$ cat config.mk
export PLATFORM = sky130hd
export DESIGN_NAME = drs_loop_ctrl
export DESIGN_NICKNAME = d
export VERILOG_FILES = /design/src/logic/drs_pkg.sv /design/src/logic/drs_ref_qual.sv /design/src/logic/drs_rank_pick.sv /design/src/logic/drs_loop_ctrl.sv
export SDC_FILE = /design/constraint.sdc
export NUM_CORES = 2
export LEC_CHECK = 0
export BUFFER_PORTS_ARGS = -buffer_cell sky130_fd_sc_hd__buf_4
export CORE_ASPECT_RATIO = 1.2
export CORE_MARGIN = 2
export CORE_UTILIZATION = 30
export DETAILED_ROUTE_END_ITERATION = 10
export HOLD_SLACK_MARGIN = 0.12
export SLEW_MARGIN = 20
export SYNTH_ARGS = -nofsm -noshare
export SYNTH_HDL_FRONTEND = slang
export SYNTH_SLANG_ARGS = --single-unit
$ cat constraint.sdc
create_clock -name clk -period 33.9 [get_ports clk]
set_input_delay 6.78 -clock clk [delete_from_list [all_inputs] [get_ports clk]]
set_output_delay 6.78 -clock clk [all_outputs]
set_load 0.01 [all_outputs]
$ cat src/logic/drs_pkg.sv
// package: register map, field layout, timing and carrier types
package drs_pkg;
  // register byte offsets
  localparam logic [7:0] OFS_INH_LO   = 8'h1a;
  localparam logic [7:0] OFS_INH_HI   = 8'h1b;
  localparam logic [7:0] OFS_TIMING   = 8'h1c;
  localparam logic [7:0] OFS_CTL_A    = 8'h1d;
  localparam logic [7:0] OFS_CTL_B    = 8'h1e;
  localparam logic [7:0] OFS_MODE     = 8'h1f;
  localparam logic [7:0] OFS_REFSEL   = 8'h20;
  localparam logic [7:0] OFS_FMASK    = 8'h21;
  localparam logic [7:0] OFS_WTR      = 8'h22;
  localparam logic [7:0] OFS_REV      = 8'h23;
  localparam logic [7:0] OFS_RANK0    = 8'h24;
  localparam logic [7:0] OFS_RANK3    = 8'h27;
  localparam logic [7:0] OFS_STATUS   = 8'h28;
  // reset values
  localparam logic [7:0] RST_INH      = 8'hff;
  localparam logic [7:0] RST_TIMING   = 8'h15;
  localparam logic [7:0] RST_CTL_A    = 8'h7b;
  localparam logic [7:0] RST_CTL_B    = 8'hc4;
  localparam logic [7:0] RST_FMASK    = 8'h3c;
  localparam logic [7:0] RST_ZERO     = 8'h00;
  localparam logic [31:0] RST_RANK    = 32'h7654_3210;
  // field positions
  localparam int CTLA_HS    = 0;
  localparam int CTLA_BW_LO = 1;
  localparam int CTLA_SL_LO = 4;
  localparam int CTLB_REV   = 0;
  localparam int CTLB_OFS   = 1;
  localparam int TIM_QUAL   = 4;
  localparam int FM_HOLD    = 4;
  // failure type bits inside a mask nibble
  localparam int F_CYCLE   = 0;
  localparam int F_COARSE  = 1;
  localparam int F_GST     = 2;
  localparam int F_PRECISE = 3;
  localparam logic [3:0] RANK_OFF   = 4'hf;
  localparam logic [2:0] BW_14      = 3'b011;
  localparam logic [2:0] BW_28      = 3'b100;
  localparam logic [2:0] BW_890     = 3'b101;
  localparam logic [1:0] MD_MANUAL  = 2'b00;
  localparam logic [1:0] MD_HOLD    = 2'b01;
  localparam logic [1:0] MD_FREE    = 2'b10;
  localparam logic [1:0] MD_AUTO    = 2'b11;
  // time base: clock period, soak tick and minute
  localparam int CLK_NS      = 10;
  localparam int TICK_US     = 500;
  localparam int MINUTE_MS   = 60_000;
  localparam int TICK_CYC    = TICK_US * 1000 / CLK_NS;
  localparam int MINUTE_TICK = MINUTE_MS * 1000 / TICK_US;
  localparam int STRAP_WAIT  = 2;

  typedef enum logic [1:0] {LS_FREE, LS_TRACK, LS_HOLD} drs_lstate_t;
  typedef enum logic [1:0] {BWE_14, BWE_28, BWE_56, BWE_890} drs_bw_t;

  typedef struct packed {
    logic [3:0] disq_code;
    logic [1:0] qual_code;
    logic [3:0] sw_mask;
    logic [3:0] hold_mask;
    logic [3:0] wtr_min;
  } drs_qual_cfg_t;

  typedef struct packed {
    logic gst_fail;
    logic sw_fail;
    logic hold_fail;
    logic avail;
  } drs_ref_stat_t;

  typedef struct packed {
    drs_lstate_t state;
    logic [2:0]  ref_idx;
    logic        switch_evt;
    logic        realign;
    drs_bw_t     bandwidth;
    logic [1:0]  slew_code;
    logic        offset_en;
  } drs_loop_out_t;

  // disqualify time in soak ticks; code 0 means act at once
  function automatic logic [16:0] disq_ticks(input logic [3:0] code);
    case (code)
      4'h0: disq_ticks = 17'd0;
      4'h1: disq_ticks = 17'd1;
      4'h2: disq_ticks = 17'd2;
      4'h3: disq_ticks = 17'd10;
      4'h4: disq_ticks = 17'd20;
      4'h5: disq_ticks = 17'd100;
      4'h6: disq_ticks = 17'd1000;
      4'h7: disq_ticks = 17'd1000;
      4'h8: disq_ticks = 17'd2000;
      4'h9: disq_ticks = 17'd4000;
      4'ha: disq_ticks = 17'd5000;
      4'hb: disq_ticks = 17'd8000;
      4'hc: disq_ticks = 17'd16000;
      4'hd: disq_ticks = 17'd32000;
      4'he: disq_ticks = 17'd64000;
      default: disq_ticks = 17'd128000;
    endcase
  endfunction : disq_ticks
endpackage : drs_pkg

$ cat src/logic/drs_ref_qual.sv
// one reference: guard soak timer, failure masking, restore_delay_minutes
`timescale 1ns/100ps
`default_nettype none
module drs_ref_qual (
  input  wire logic                   clk,
  input  wire logic                   arst_n,
  input  wire logic                   tick,
  input  wire logic                   tick_min,
  input  wire logic                   cycle_fail,
  input  wire logic                   coarse_fail,
  input  wire logic                   precise_fail,
  input  wire logic [1:0]             inhibit,
  input  wire drs_pkg::drs_qual_cfg_t cfg,
  output drs_pkg::drs_ref_stat_t      stat
);
  typedef struct packed {
    logic [22:0] cnt;
    logic        gst;
    logic [3:0]  wtr_cnt;
    logic        restored;
  } drs_qual_st_t;

  drs_qual_st_t st_r, st_nxt;
  logic         soak_in;
  logic [22:0]  disq;
  logic [22:0]  qual;
  logic [3:0]   fvec;
  logic         bad;

  always_comb begin
    soak_in = (cycle_fail & ~inhibit[0]) | (coarse_fail & ~inhibit[1]);
    disq    = {6'd0, drs_pkg::disq_ticks(cfg.disq_code)};
    case (cfg.qual_code)
      2'b00:   qual = disq << 1;
      2'b01:   qual = disq << 2;
      2'b10:   qual = disq << 4;
      default: qual = disq << 5;
    endcase
    fvec = {precise_fail, st_r.gst, coarse_fail, cycle_fail};
    bad  = |(fvec & (cfg.sw_mask | cfg.hold_mask));
    st_nxt = st_r;
    if (!st_r.gst) begin
      if (soak_in && (disq == 23'd0 || (tick && st_r.cnt + 23'd1 >= disq)))
      begin
        st_nxt.gst = 1'b1;
        st_nxt.cnt = 23'd0;
      end else if (soak_in && tick) begin
        st_nxt.cnt = st_r.cnt + 23'd1;
      end else if (!soak_in && tick && st_r.cnt != 23'd0) begin
        // leaky count: each fault-free tick takes one tick off the soak count
        st_nxt.cnt = st_r.cnt - 23'd1;
      end
    end else if (soak_in) begin
      st_nxt.cnt = 23'd0;
    end else if (qual == 23'd0 || (tick && st_r.cnt + 23'd1 >= qual)) begin
      st_nxt.gst = 1'b0;
      st_nxt.cnt = 23'd0;
    end else if (tick) begin
      st_nxt.cnt = st_r.cnt + 23'd1;
    end
    if (bad) begin
      st_nxt.wtr_cnt  = 4'd0;
      st_nxt.restored = 1'b0;
    end else if (!st_r.restored) begin
      if (st_r.wtr_cnt >= cfg.wtr_min) begin
        st_nxt.restored = 1'b1;
      end else if (tick_min) begin
        st_nxt.wtr_cnt = st_r.wtr_cnt + 4'd1;
      end
    end
    stat.gst_fail  = st_r.gst;
    stat.sw_fail   = |(fvec & cfg.sw_mask);
    stat.hold_fail = |(fvec & cfg.hold_mask);
    stat.avail     = ~bad & st_r.restored;
  end

  always_ff @(posedge clk or negedge arst_n) begin
    if (!arst_n) begin
      st_r <= '{cnt: 23'd0, gst: 1'b0, wtr_cnt: 4'd0, restored: 1'b1};
    end else begin
      st_r <= st_nxt;
    end
  end
endmodule : drs_ref_qual
`default_nettype wire

$ cat src/logic/drs_rank_pick.sv
// picks the best-ranked candidate reference
`timescale 1ns/100ps
`default_nettype none
module drs_rank_pick (
  input  wire logic [7:0]      cand,
  input  wire logic [7:0][3:0] rank,
  output logic                 found,
  output logic [2:0]           idx,
  output logic [3:0]           best
);
  always_comb begin
    found = 1'b0;
    idx   = 3'd0;
    best  = drs_pkg::RANK_OFF;
    for (int i = 0; i < 8; i++) begin
      // strict compare keeps the lower index on a tie
      if (cand[i] && rank[i] != drs_pkg::RANK_OFF &&
          (!found || rank[i] < best)) begin
        found = 1'b1;
        idx   = 3'(i);
        best  = rank[i];
      end
    end
  end
endmodule : drs_rank_pick
`default_nettype wire

$ cat src/logic/drs_loop_ctrl.sv
// transmit loop reference selection and control registers
//
// Overview of operation
// - two inhibit bits per reference block single-cycle and coarse to soak timer
// - four-bit code sets soak disqualify time, 0 minimum, up to 64 s
// - requalify time is 2, 4, 16 or 32 times disqualify time
// - hitless bit 0 builds out phase, 1 realigns to new reference
// - hitless bit powers up 0 when strap pin high, else 1
// - bandwidth 011 14 Hz, 100 28 Hz, 101 890 Hz, low-rate limits
// - slew limit 885 ns/s, 7.5 us/s, 61 us/s or unlimited
// - global revertive bit, 0 non-revertive by default
// - free-run offset enable bit, 0 by default
// - mode 00 tracks chosen reference, holdover if it fails
// - mode 01 stays in holdover, mode 10 stays in free-run
// - mode 11 picks best qualified reference, next on failure, else holdover
// - mode field resets from the two mode strap pins
// - reference select read-only in auto, writable in manual normal
// - low mask nibble enables failure types for switching
// - high mask nibble enables failure types for holdover entry; here these also switch to an alternate when one is found
// - failed reference returns after fault-free restore_delay_minutes minutes
// - one revertive enable bit per reference
// - four-bit rank per reference, 0 best, 1111 excluded
// - status flags for holdover, lock and current reference failure
//
// Our own choice: the address-and-strobe port.
`timescale 1ns/100ps
`default_nettype none
module drs_loop_ctrl #(
  parameter int TICK_CYC    = drs_pkg::TICK_CYC,
  parameter int MINUTE_TICK = drs_pkg::MINUTE_TICK
) (
  input  wire logic              clk,
  input  wire logic              arst_n,
  input  wire logic [7:0]        reg_addr,
  input  wire logic [7:0]        reg_wdata,
  input  wire logic              reg_wr,
  input  wire logic              reg_rd,
  output logic [7:0]             reg_rdata,
  input  wire logic              hitless_strap,
  input  wire logic [1:0]        mode_strap,
  input  wire logic [7:0]        mon_cycle_fail,
  input  wire logic [7:0]        mon_coarse_fail,
  input  wire logic [7:0]        mon_precise_fail,
  input  wire logic [7:0]        ref_is_2k,
  input  wire logic [7:0]        ref_is_8k,
  input  wire logic              loop_locked,
  output drs_pkg::drs_loop_out_t loop_out
);
  typedef struct packed {
    logic                  hs_s1;
    logic                  hs_s2;
    logic [1:0]            md_s1;
    logic [1:0]            md_s2;
    logic [1:0]            strap_cnt;
    logic                  strap_done;
    logic [15:0]           inhibit;
    logic [7:0]            timing;
    logic [7:0]            ctl_a;
    logic [7:0]            ctl_b;
    logic [1:0]            mode;
    logic [3:0]            refsel;
    logic [7:0]            fmask;
    logic [3:0]            wtr;
    logic [7:0]            rev;
    logic [7:0][3:0]       rank;
    logic [19:0]           tick_cnt;
    logic [19:0]           min_cnt;
    logic                  tick;
    logic                  tick_min;
    drs_pkg::drs_lstate_t  lstate;
    logic [2:0]            active;
    logic                  hold_flag;
    logic [7:0]            rdata;
    drs_pkg::drs_loop_out_t out;
  } drs_top_st_t;

  drs_top_st_t             st_r, st_nxt;
  drs_pkg::drs_qual_cfg_t  qcfg;
  drs_pkg::drs_ref_stat_t  rstat [8];
  logic [7:0]              avail;
  logic [7:0]              sw_fail;
  logic [7:0]              hold_fail;
  logic [7:0]              cand_all;
  logic [7:0]              cand_other;

  logic                    best_found;
  logic [2:0]              best_idx;
  logic [3:0]              best_rank;
  logic                    alt_found;
  logic [2:0]              alt_idx;
  logic [3:0]              alt_rank;

  logic                    cur_bad;
  logic                    cur_fail_flag;

  always_comb begin
    qcfg.disq_code = st_r.timing[3:0];
    qcfg.qual_code = st_r.timing[drs_pkg::TIM_QUAL +: 2];
    qcfg.sw_mask   = st_r.fmask[3:0];
    qcfg.hold_mask = st_r.fmask[drs_pkg::FM_HOLD +: 4];
    qcfg.wtr_min   = st_r.wtr;
  end

  for (genvar g = 0; g < 8; g++) begin : g_ref
    drs_ref_qual u_qual (
      .clk      (clk),
      .arst_n   (arst_n),
      .tick     (st_r.tick),
      .tick_min (st_r.tick_min),
      .cycle_fail   (mon_cycle_fail[g]),
      .coarse_fail  (mon_coarse_fail[g]),
      .precise_fail (mon_precise_fail[g]),
      .inhibit  (st_r.inhibit[2*g +: 2]),
      .cfg      (qcfg),
      .stat     (rstat[g])
    );
    assign avail[g]     = rstat[g].avail;
    assign sw_fail[g]   = rstat[g].sw_fail;
    assign hold_fail[g] = rstat[g].hold_fail;
  end

  always_comb begin
    cand_all   = avail;
    // alternates exclude the reference now in use
    cand_other = avail & ~(8'h01 << st_r.active);
  end

  drs_rank_pick u_pick_all (
    .cand  (cand_all),
    .rank  (st_r.rank),
    .found (best_found),
    .idx   (best_idx),
    .best  (best_rank)
  );

  drs_rank_pick u_pick_alt (
    .cand  (cand_other),
    .rank  (st_r.rank),
    .found (alt_found),
    .idx   (alt_idx),
    .best  (alt_rank)
  );

  // effective bandwidth, capped for low-rate references
  function automatic drs_pkg::drs_bw_t eff_bw(input logic [2:0] code,
                                              input logic       is_2k,
                                              input logic       is_8k);
    case (code)
      drs_pkg::BW_28:  eff_bw = is_2k ? drs_pkg::BWE_14 : drs_pkg::BWE_28;
      drs_pkg::BW_890: eff_bw = is_2k ? drs_pkg::BWE_14 :
                                (is_8k ? drs_pkg::BWE_56 : drs_pkg::BWE_890);
      default:         eff_bw = drs_pkg::BWE_14;
    endcase
  endfunction : eff_bw

  // rank byte address to the slot of its even reference
  function automatic logic [2:0] rank_slot(input logic [7:0] addr);
    logic [7:0] ofs;
    ofs       = addr - drs_pkg::OFS_RANK0;
    rank_slot = {ofs[1:0], 1'b0};
  endfunction : rank_slot

  // true for the four rank bytes
  function automatic logic is_rank(input logic [7:0] addr);
    is_rank = addr >= drs_pkg::OFS_RANK0 && addr <= drs_pkg::OFS_RANK3;
  endfunction : is_rank

  always_comb begin
    st_nxt = st_r;
    cur_bad = sw_fail[st_r.active] | hold_fail[st_r.active];
    cur_fail_flag = cur_bad;

    // strap pins are asynchronous: two flops before use
    st_nxt.hs_s1 = hitless_strap;
    st_nxt.hs_s2 = st_r.hs_s1;
    st_nxt.md_s1 = mode_strap;
    st_nxt.md_s2 = st_r.md_s1;
    if (!st_r.strap_done) begin
      if (st_r.strap_cnt == 2'(drs_pkg::STRAP_WAIT)) begin
        st_nxt.strap_done = 1'b1;
        st_nxt.ctl_a[drs_pkg::CTLA_HS] = ~st_r.hs_s2;
        st_nxt.mode = st_r.md_s2;
      end else begin
        st_nxt.strap_cnt = st_r.strap_cnt + 2'd1;
      end
    end

    // soak tick and minute tick
    // one shared tick keeps every soak timer in step
    st_nxt.tick     = 1'b0;
    st_nxt.tick_min = 1'b0;
    if (st_r.tick_cnt == 20'(TICK_CYC - 1)) begin
      st_nxt.tick_cnt = 20'd0;
      st_nxt.tick     = 1'b1;
      if (st_r.min_cnt == 20'(MINUTE_TICK - 1)) begin
        st_nxt.min_cnt  = 20'd0;
        st_nxt.tick_min = 1'b1;
      end else begin
        st_nxt.min_cnt = st_r.min_cnt + 20'd1;
      end
    end else begin
      st_nxt.tick_cnt = st_r.tick_cnt + 20'd1;
    end

    // register writes
    if (reg_wr) begin
      case (reg_addr)
        drs_pkg::OFS_INH_LO: st_nxt.inhibit[7:0]  = reg_wdata;
        drs_pkg::OFS_INH_HI: st_nxt.inhibit[15:8] = reg_wdata;
        drs_pkg::OFS_TIMING: st_nxt.timing = reg_wdata;
        drs_pkg::OFS_CTL_A:  st_nxt.ctl_a  = reg_wdata;
        drs_pkg::OFS_CTL_B:  st_nxt.ctl_b  = reg_wdata;
        drs_pkg::OFS_MODE:   st_nxt.mode   = reg_wdata[1:0];
        drs_pkg::OFS_REFSEL: begin
          // selection only writable in manual normal mode
          if (st_r.mode == drs_pkg::MD_MANUAL) begin
            st_nxt.refsel = reg_wdata[3:0];
          end
        end
        drs_pkg::OFS_FMASK:  st_nxt.fmask = reg_wdata;
        drs_pkg::OFS_WTR:    st_nxt.wtr   = reg_wdata[3:0];
        drs_pkg::OFS_REV:    st_nxt.rev   = reg_wdata;
        default: begin
          if (is_rank(reg_addr)) begin
            st_nxt.rank[rank_slot(reg_addr)]        = reg_wdata[3:0];
            st_nxt.rank[rank_slot(reg_addr) + 3'd1] = reg_wdata[7:4];
          end
        end
      endcase
    end

    // reference selection per mode
    st_nxt.out.switch_evt = 1'b0;
    case (st_r.mode)
      drs_pkg::MD_MANUAL: begin
        if (!st_r.refsel[3] && avail[st_r.refsel[2:0]]) begin
          st_nxt.lstate = drs_pkg::LS_TRACK;
          st_nxt.active = st_r.refsel[2:0];
        end else if (st_r.lstate == drs_pkg::LS_TRACK) begin
          st_nxt.lstate = drs_pkg::LS_HOLD;
        end
        // a reserved select code counts as failed
        cur_fail_flag = st_r.refsel[3] | sw_fail[st_r.refsel[2:0]] |
                        hold_fail[st_r.refsel[2:0]];
      end
      drs_pkg::MD_HOLD: st_nxt.lstate = drs_pkg::LS_HOLD;
      drs_pkg::MD_FREE: st_nxt.lstate = drs_pkg::LS_FREE;
      drs_pkg::MD_AUTO: begin
        if (st_r.lstate == drs_pkg::LS_TRACK && !cur_bad) begin
          // revert only to a strictly better, restored reference
          if (best_found && best_idx != st_r.active &&
              best_rank < st_r.rank[st_r.active] &&
              st_r.ctl_b[drs_pkg::CTLB_REV] && st_r.rev[best_idx]) begin
            st_nxt.active = best_idx;
          end
        end else if (st_r.lstate == drs_pkg::LS_TRACK) begin
          if (alt_found) begin
            st_nxt.active = alt_idx;
          end else begin
            st_nxt.lstate = drs_pkg::LS_HOLD;
          end
        end else if (best_found) begin
          st_nxt.lstate = drs_pkg::LS_TRACK;
          st_nxt.active = best_idx;
        end
        st_nxt.refsel = {1'b0, st_nxt.active};
      end
      default: st_nxt.lstate = drs_pkg::LS_FREE;
    endcase

    // pulse once for every new tracking target
    if (st_nxt.lstate == drs_pkg::LS_TRACK &&
        (st_r.lstate != drs_pkg::LS_TRACK || st_nxt.active != st_r.active))
    begin
      st_nxt.out.switch_evt = 1'b1;
    end
    st_nxt.hold_flag = (st_nxt.lstate == drs_pkg::LS_HOLD);

    // loop outputs, registered
    st_nxt.out.state     = st_nxt.lstate;
    st_nxt.out.ref_idx   = st_nxt.active;
    st_nxt.out.realign   = st_nxt.ctl_a[drs_pkg::CTLA_HS];
    st_nxt.out.bandwidth = eff_bw(st_nxt.ctl_a[drs_pkg::CTLA_BW_LO +: 3],
                                  ref_is_2k[st_nxt.active],
                                  ref_is_8k[st_nxt.active]);
    st_nxt.out.slew_code = st_nxt.ctl_a[drs_pkg::CTLA_SL_LO +: 2];
    st_nxt.out.offset_en = st_nxt.ctl_b[drs_pkg::CTLB_OFS];

    // read data stands one cycle only
    st_nxt.rdata = 8'h00;
    if (reg_rd) begin
      case (reg_addr)
        drs_pkg::OFS_INH_LO: st_nxt.rdata = st_r.inhibit[7:0];
        drs_pkg::OFS_INH_HI: st_nxt.rdata = st_r.inhibit[15:8];
        drs_pkg::OFS_TIMING: st_nxt.rdata = st_r.timing;
        drs_pkg::OFS_CTL_A:  st_nxt.rdata = st_r.ctl_a;
        drs_pkg::OFS_CTL_B:  st_nxt.rdata = st_r.ctl_b;
        drs_pkg::OFS_MODE:   st_nxt.rdata = {6'd0, st_r.mode};
        drs_pkg::OFS_REFSEL: st_nxt.rdata = {4'd0, st_r.refsel};
        drs_pkg::OFS_FMASK:  st_nxt.rdata = st_r.fmask;
        drs_pkg::OFS_WTR:    st_nxt.rdata = {4'd0, st_r.wtr};
        drs_pkg::OFS_REV:    st_nxt.rdata = st_r.rev;
        drs_pkg::OFS_STATUS: begin
          st_nxt.rdata = {5'd0, cur_fail_flag,
                          loop_locked && st_r.lstate == drs_pkg::LS_TRACK,
                          st_r.hold_flag};
        end
        default: begin
          if (is_rank(reg_addr)) begin
            st_nxt.rdata = {st_r.rank[rank_slot(reg_addr) + 3'd1],
                            st_r.rank[rank_slot(reg_addr)]};
          end
        end
      endcase
    end
  end

  always_ff @(posedge clk or negedge arst_n) begin
    if (!arst_n) begin
      st_r            <= '0;
      st_r.inhibit    <= {drs_pkg::RST_INH, drs_pkg::RST_INH};
      st_r.timing     <= drs_pkg::RST_TIMING;
      st_r.ctl_a      <= drs_pkg::RST_CTL_A;
      st_r.ctl_b      <= drs_pkg::RST_CTL_B;
      // free-run until the mode straps are caught
      st_r.mode       <= drs_pkg::MD_FREE;
      st_r.refsel     <= drs_pkg::RST_ZERO[3:0];
      st_r.fmask      <= drs_pkg::RST_FMASK;
      st_r.rev        <= drs_pkg::RST_ZERO;
      st_r.rank       <= drs_pkg::RST_RANK;
      st_r.lstate     <= drs_pkg::LS_FREE;
      st_r.out.state  <= drs_pkg::LS_FREE;
    end else begin
      st_r <= st_nxt;
    end
  end

  assign reg_rdata = st_r.rdata;
  assign loop_out  = st_r.out;
endmodule : drs_loop_ctrl
`default_nettype wire

* Word-level counts from Yosys, hierarchy flattened
Memories as Yosys holds them, arrays and structs flattened.
Index checks and enable logic that the tools add are counted.
** Word-level totals
- Register bits :: 401
- Bits in latches :: 0
- Memory bits (writable) :: 0
- Memory bits (read-only) :: 2176
- Input port bits :: 64
- Output and inout port bits :: 20
- Logic and storage cells :: 791
- Memories :: 8
** Memory list
- (no name shown) :: depth 16, bits a word 17, rd ports 1, clocked after memory_dff 0, write ports 0, line drs_pkg.sv:84 : case (code)
- (no name shown) :: depth 16, bits a word 17, rd ports 1, clocked after memory_dff 0, write ports 0, line drs_pkg.sv:84
- (no name shown) :: depth 16, bits a word 17, rd ports 1, clocked after memory_dff 0, write ports 0, line drs_pkg.sv:84
- (no name shown) :: depth 16, bits a word 17, rd ports 1, clocked after memory_dff 0, write ports 0, line drs_pkg.sv:84
- (no name shown) :: depth 16, bits a word 17, rd ports 1, clocked after memory_dff 0, write ports 0, line drs_pkg.sv:84
- (no name shown) :: depth 16, bits a word 17, rd ports 1, clocked after memory_dff 0, write ports 0, line drs_pkg.sv:84
- 2 more memories
** Cells by class
- Add/sub/neg operators :: 29
- Multipliers :: 0
- Divide/modulo/power cells :: 0
- Magnitude comparators :: 49
- Equality and inequality tests :: 59
- Shifts and indexed selects :: 1
- Muxes and demuxes :: 244
- Bitwise gates (word level) :: 90
- Reduce and logical (&&, ||, !) cells :: 241
** Operator list (count)
- 23-bit two-way mux :: 48
- 22-bit one-hot mux with 3 select lines :: 8
- 24-bit two-way mux :: 8
- 23-bit by 1-bit adder with 23-bit output (second input constant) :: 8
- 23-bit by 17-bit >= comparator with 1-bit output :: 8
- 23-bit >= comparator :: 8
- 23-bit zero test :: 8
- 23-bit nonzero test :: 8
- 23-bit by 1-bit subtractor with 23-bit output (second input constant) :: 8
- 4-bit two-way mux :: 40
- 17-bit zero test :: 8
- 4-bit bitwise AND :: 24
- 4-bit OR reduction :: 24
- 5-bit two-way mux :: 18
- 1-bit logical AND :: 89
- 8-bit one-hot mux with 11 select lines :: 1
- 72-bit two-way mux :: 1
- 1-bit two-way mux :: 67
- 32-bit bitwise mux :: 2
- 32-bit two-way mux :: 2
- 4-bit inequality test (second input constant) :: 16
- 4-bit less-than comparator :: 15
- 8-bit by 5-bit equality test with 1-bit output (second input constant) :: 6
- 20-bit by 1-bit adder with 20-bit output (second input constant) :: 2
- other kinds (46) :: 286

* Logic depth before layout (Yosys ltp)
- Word-level depth :: 48
- Depth in mapped cells :: 75
- Mapped depth without buffers :: 70

* By module
Synthesis repeated with hierarchy kept, for this count alone.
** Second synthesis, totals
- Cell total of the unflattened synthesis :: 6139
- Area, all modules :: 48581.6 um2
** Modules (own cells, without submodules)
- drs_ref_qual (g_ref[0].u_qual ...) :: instances 5, cells an instance 609, area each 4581.9 um2, seq. area each 726.9 um2
- drs_loop_ctrl :: instances 1, cells an instance 788, area each 8946.1 um2, seq. area each 4285.4 um2
- drs_ref_qual (g_ref[1].u_qual) :: instances 1, cells an instance 626, area each 4575.6 um2, seq. area each 726.9 um2
- drs_ref_qual (g_ref[2].u_qual) :: instances 1, cells an instance 630, area each 4538.1 um2, seq. area each 726.9 um2
- drs_ref_qual (g_ref[7].u_qual) :: instances 1, cells an instance 586, area each 4459.3 um2, seq. area each 726.9 um2
- drs_rank_pick :: instances 2, cells an instance 232, area each 1576.5 um2, seq. area each 0.0 um2

* Worst setup path after synthesis
Ideal clock, no wire load.
- Path kind :: input to register
- Start :: in mon_precise_fail[0]
- End :: reg st_r, in the netlist loop_out[3]
- Setup time :: 0.094 ns
- Data arrival time :: 19.847 ns
- Required time :: 33.806 ns
- Slack :: 13.959 ns
- Cell stages on the path :: 68
- Buffers on the path :: 5
- Cells stage by stage :: o21ai_1 nand4_1 clkbuf_1 or3_1 inv_1 ha_1 and3b_1 or2_0 a311oi_1 buf_4 o31ai_1 a21oi_1 inv_1 ha_1 and2_1 o21a_1 nand2_1 o21ai_0 (+32 left out) ha_1 a21o_1 a2111oi_0 o31a_1 a21oi_4 buf_4 mux2i_1 ha_1 o211a_1 o21ai_0 nand3_1 a31oi_2 nand2b_1 a21o_4 nand2_1 a221oi_1 o311ai_1 a211oi_1
** RTL lines
- start: declaration :: line drs_loop_ctrl.sv:43 : input wire logic [7:0] mon_precise_fail,
- end signal: assignment :: line drs_loop_ctrl.sv:334 : st_r <= st_nxt;
- end: declaration :: line drs_loop_ctrl.sv:77 : drs_top_st_t st_r, st_nxt;

==> flow_summary.html <==
<table>
<tr><th>Metric</th><th>Value</th></tr>
<tr><th colspan="2">STA</th></tr>
<tr><td>Setup repair after global routing missed its margin</td><td>false</td></tr>
<tr><td>Final number of max-transition violations</td><td>0</td></tr>
<tr><td>Final hold vios</td><td>0</td></tr>
<tr><td>Slack of the critical path</td><td>12.07 ns</td></tr>
<tr><td>Fin crit share</td><td>64.4%</td></tr>
<tr><td>Endpoints failing setup</td><td>0</td></tr>
<tr><td>Setup TNS</td><td>0 ns</td></tr>
<tr><td>Slew at the pin closest to its max-slew limit</td><td>1.10 ns</td></tr>
<tr><td>Highest Clock Rate</td><td>45.8 MHz</td></tr>
<tr><td>Max-slew headroom</td><td>26.6%</td></tr>
<tr><td>Setup clock skew after layout</td><td>0.0442 ns</td></tr>
<tr><td>Min Tclk post-route</td><td>21.83 ns</td></tr>
<tr><th colspan="2">Routing</th></tr>
<tr><td>Met2 routed WL</td><td>65300 um</td></tr>
<tr><td>DRT Pass-1 Iters</td><td>5</td></tr>
<tr><td>Topmost layer with routed signal wires</td><td>met5</td></tr>
<tr><td>Met1 Wirelength</td><td>55900 um</td></tr>
<tr><td>Via count</td><td>36800</td></tr>
<tr><td>Met3 wire length</td><td>7780 um</td></tr>
<tr><td>Count of nets left with antenna violations after detail routing</td><td>0</td></tr>
<tr><td>Via count normalized by instance count</td><td>5.81</td></tr>
<tr><td>Final wirelength</td><td>136000 um</td></tr>
<tr><td>Number of DRC violations after detailed routing</td><td>0</td></tr>
<tr><td>Initial DRC Count</td><td>3036</td></tr>
<tr><td>Routed WL per cell</td><td>21.4 um</td></tr>
<tr><th colspan="2">Synth</th></tr>
<tr><td>Async set or reset register ratio after synthesis</td><td>100%</td></tr>
<tr><td>Cell count after synthesis</td><td>4720</td></tr>
<tr><td>Post-synth net total</td><td>5197</td></tr>
<tr><td>Syn Std Cell Area</td><td>38500 um2</td></tr>
<tr><td>Post-synthesis sequential element count</td><td>401</td></tr>
<tr><td>Most used flip-flop cell after synthesis</td><td>dfrtp_1</td></tr>
<tr><td>Post-synthesis average cell area</td><td>8.15 um2</td></tr>
<tr><td>Number of enable flip-flop cells after synthesis</td><td>0</td></tr>
<tr><td>Part of the Yosys area used for sequential elements</td><td>26.3%</td></tr>
<tr><td>Count of different cell masters after synthesis</td><td>107</td></tr>
<tr><td>Number of warnings issued by yosys</td><td>0</td></tr>
<tr><th colspan="2">Worst setup path</th></tr>
<tr><td>Required time of the critical path</td><td>34.44 ns</td></tr>
<tr><td>Maximum cell stage delay along the critical path</td><td>0.63 ns</td></tr>
<tr><td>Start point of the critical path</td><td>mon_cycle_fail[0]</td></tr>
<tr><td>Largest driver fanout on the critical path</td><td>18</td></tr>
<tr><td>Reg2Reg Capture Point</td><td>loop_out[3]$_DFF_PN0_</td></tr>
<tr><td>Most frequent cell on the critical path</td><td>ha_1</td></tr>
<tr><td>Depth of the worst register-to-register path</td><td>64</td></tr>
<tr><td>Critical path arrival</td><td>22.38 ns</td></tr>
<tr><td>Critical path class</td><td>input port to flip-flop</td></tr>
<tr><td>Cell family with most CP delay</td><td>compound AO/OA/AOI/OAI gates</td></tr>
<tr><td>Total buffers and inverters traversed by the critical path</td><td>7</td></tr>
<tr><td>Startpoint type of the worst setup path</td><td>input port</td></tr>
<tr><td>CP endpoint kind</td><td>flip-flop</td></tr>
<tr><td>Termination of the worst setup path</td><td>loop_out[3]$_DFF_PN0_</td></tr>
<tr><td>Setup slack, reg-to-reg</td><td>17.49 ns</td></tr>
<tr><td>Highest-delay cell along the critical path</td><td>a2111oi_0</td></tr>
<tr><td>Worst reg2reg startpoint</td><td>qcfg[6]$_DFFE_PN0P_</td></tr>
<tr><td>Critical path depth</td><td>65</td></tr>
<tr><th colspan="2">Worst hold path</th></tr>
<tr><td>Hold Crit Class</td><td>flip-flop to flip-flop</td></tr>
<tr><th colspan="2">Placement</th></tr>
<tr><td>Minimum setup slack after placement</td><td>11.51 ns</td></tr>
<tr><td>Post-detail-place hpwl</td><td>99000 um</td></tr>
<tr><td>RD Place Congestion</td><td>0.907</td></tr>
<tr><td>Number of port buffers</td><td>83</td></tr>
<tr><th colspan="2">Job</th></tr>
<tr><td>Max-capacitance violation count</td><td>0</td></tr>
<tr><th colspan="2">GRT</th></tr>
<tr><td>Total GRT Usage</td><td>20.2%</td></tr>
<tr><td>Via count of the first global-routing pass</td><td>35500</td></tr>
<tr><td>Total congestion overflow after global routing</td><td>0</td></tr>
<tr><td>First-pass GRT wire length</td><td>210000 um</td></tr>
<tr><td>Pin count of the biggest net entering global routing</td><td>80</td></tr>
<tr><td>Antenna violations before repair</td><td>8</td></tr>
<tr><th colspan="2">Die</th></tr>
<tr><td>Chip Height</td><td>396 um</td></tr>
<tr><td>Io pins</td><td>84</td></tr>
<tr><td>Initial Utilization</td><td>30.3%</td></tr>
<tr><td>Placeable core area</td><td>127000 um2</td></tr>
<tr><td>Die W</td><td>331 um</td></tr>
<tr><td>Die Area</td><td>131000 um2</td></tr>
<tr><td>Row count</td><td>143</td></tr>
<tr><th colspan="2">Clock tree</th></tr>
<tr><td>Htree depth</td><td>2</td></tr>
<tr><td>Gates resized, CTS repair</td><td>0</td></tr>
<tr><td>Clock slew at reported path FFs</td><td>0.06 ns</td></tr>
<tr><td>Worst-Skew Late Latency</td><td>0.68 ns</td></tr>
<tr><td>TritonCTS clock tree</td><td>done</td></tr>
<tr><td>Post-CTS Setup Repair Bufs</td><td>0</td></tr>
<tr><td>Clock net sink count</td><td>401</td></tr>
<tr><td>Clock root buffer</td><td>clkbuf_16</td></tr>
<tr><td>Maximum number of buffers from clock root to sink</td><td>3</td></tr>
<tr><td>Total CTS buffers</td><td>52</td></tr>
<tr><td>Hold buffer count at CTS</td><td>0</td></tr>
<tr><th colspan="2">Finish</th></tr>
<tr><td>Share of post-route cells with drive strength above 1</td><td>10.2%</td></tr>
<tr><td>Count of fill cells added during filler insertion</td><td>13200</td></tr>
<tr><td>Leading cell types in the layout, fill and taps excluded</td><td>ha_1 (413), nand2_1 (388), nor2_1 (377), a21oi_1 (354), dfrtp_1 (347)</td></tr>
<tr><td>Synthesis-to-finish area growth</td><td>10.4%</td></tr>
<tr><td>Fin nets</td><td>5093</td></tr>
<tr><td>Commonest non-fill, non-tap cell in the layout</td><td>ha_1</td></tr>
<tr><th colspan="2">Pwr</th></tr>
<tr><td>Maximum ir drop on the vdd rail</td><td>0.0574 mV</td></tr>
<tr><td>Power per cell area</td><td>89.2 nW/um2</td></tr>
<tr><td>Leakage power figure</td><td>18.5 nW</td></tr>
<tr><th colspan="2">Outcome</th></tr>
<tr><td>Result of the run</td><td>finished, final reports clean</td></tr>
</table>
power breakdown:
part	internal (mW)	switching, mW
clock	0.399	0.252
combinational	0.948	1.39
sequential	0.583	0.215
worst reg2reg max path: cells and delay by family (launching register included):
family,cells,cell delay (ns)
fa+ha+maj,8,2.30
mux,3,1.07
simple gates,16,4.08
buf+inv,6,0.61
flops,1,0.45
compound gates,31,7.73
flip-flops by register name, indices dropped and copies added (netlist names), named ones only:
register	count
reg_rdata	8
g_ref.u_qual.st_r	224
qcfg	18
loop_out	11
st_nxt	3
g_ref.u_qual.stat	8
st_r	97
synthesized netlist by cell type (14+ instances only):
| cell | count | area share, % |
|---|---|---|
| o32ai_1 | 17 | 0.39 |
| a221oi_1 | 40 | 0.91 |
| a31oi_1 | 48 | 0.78 |
| nand3_1 | 174 | 2.3 |
| o21ai_1 | 16 | 0.21 |
| o221ai_1 | 34 | 0.77 |
| mux2_2 | 88 | 2.6 |
| nor3_1 | 116 | 1.5 |
| nor2b_1 | 69 | 1.1 |
| nand2b_1 | 71 | 1.2 |
| a21o_1 | 106 | 2.1 |
| mux4_2 | 21 | 1.2 |
| buf_4 | 23 | 0.45 |
| or4_1 | 14 | 0.27 |
| a22oi_1 | 56 | 1.1 |
| o21ai_0 | 333 | 4.3 |
| clkbuf_1 | 249 | 2.4 |
| nand4_1 | 95 | 1.5 |
| ha_1 | 413 | 13 |
| nand2_1 | 388 | 3.8 |
| or3_1 | 44 | 0.72 |
| a211oi_1 | 31 | 0.60 |
| dfrtp_1 | 348 | 23 |
| nor2_1 | 379 | 3.7 |
| a22o_1 | 30 | 0.68 |
| o21a_1 | 56 | 1.1 |
| and3_1 | 71 | 1.2 |
| and2_1 | 25 | 0.41 |
| o211ai_1 | 15 | 0.29 |
| nor4_1 | 63 | 1.0 |
| dfstp_2 | 53 | 3.6 |
| and4_1 | 18 | 0.41 |
| or2_2 | 25 | 0.41 |
| a21oi_1 | 357 | 4.6 |
| o22ai_1 | 65 | 1.1 |
| o31ai_1 | 41 | 0.80 |
| mux2i_1 | 41 | 1.1 |
| xnor2_1 | 135 | 3.1 |
| xor2_1 | 94 | 2.1 |
| a32oi_1 | 16 | 0.36 |
| inv_1 | 188 | 1.8 |
cell type report:
class	count	area, um2	area share (%)
Clock buffer	61	1410	3.31
Tap cell	1667	2090	4.91
Timing Repair Buffer	133	1010	2.38
Inverter	193	724	1.71
Sequential cell	401	10100	23.8
Multi-Input combinational cell	3835	26500	62.5
Antenna cell	2	5.00	0.0118
Clock inverter	37	606	1.43
through the flow:
| step | cells | total power, mW | area, um2 | utilization [%] | hold slack [ns] |
|---|---|---|---|---|---|
| after floorplan | 4720 | 2.52 | 38500 | - | 0.331 |
| final | 6329 | 3.79 | 42500 | 33.5 | 0.365 |
| after CTS | 6327 | 3.77 | 42400 | 33.5 | 0.365 |
| after global routing | 6328 | 4.11 | 42500 | 33.5 | 0.366 |
| after detailed placement | 6229 | 3.09 | 40400 | 31.9 | 0.352 |
| after global placement | 6229 | 3.06 | 40400 | 31.9 | 0.337 |
kinds of logic (layout without fill, tap and decap cells):
| family | after synthesis | in the layout | share of synthesized area, % |
|---|---|---|---|
| mux | 151 | 151 | 4.91 |
| fa+ha+maj | 421 | 421 | 13.6 |
| flops | 401 | 401 | 26.3 |
| simple gates | 1612 | 1612 | 20.8 |
| compound gates | 1422 | 1422 | 24.2 |
| xor+xnor | 229 | 229 | 5.21 |
| buf+inv | 484 | 424 | 4.98 |
| other cells | 0 | 2 | 0 |
how the worst min path moves through the flow:
stage                     startpoint                   to  slack (ns)  cells past startpoint
2_1_floorplan  st_nxt[169]$_DFF_PN0_  st_r[169]$_DFF_PN0_        0.33                      0
3_3_place_gp   st_nxt[169]$_DFF_PN0_  st_r[169]$_DFF_PN0_        0.34                      0
3_5_place_dp   st_nxt[173]$_DFF_PN0_  st_r[173]$_DFF_PN0_        0.35                      0
4_1_cts        st_nxt[169]$_DFF_PN0_  st_r[169]$_DFF_PN0_        0.36                      0
5_1_grt        st_nxt[169]$_DFF_PN0_  st_r[169]$_DFF_PN0_        0.37                      0
6_report       st_nxt[169]$_DFF_PN0_  st_r[169]$_DFF_PN0_        0.37                      0
metal layers:
metal	vias to the layer above	track usage, %
li1	17300	-
met1	17900	25.2
met2	1298	34.4
met3	294	2.48
met4	4	9.52
met5	-	0
(Power assumes the default switching activity.)
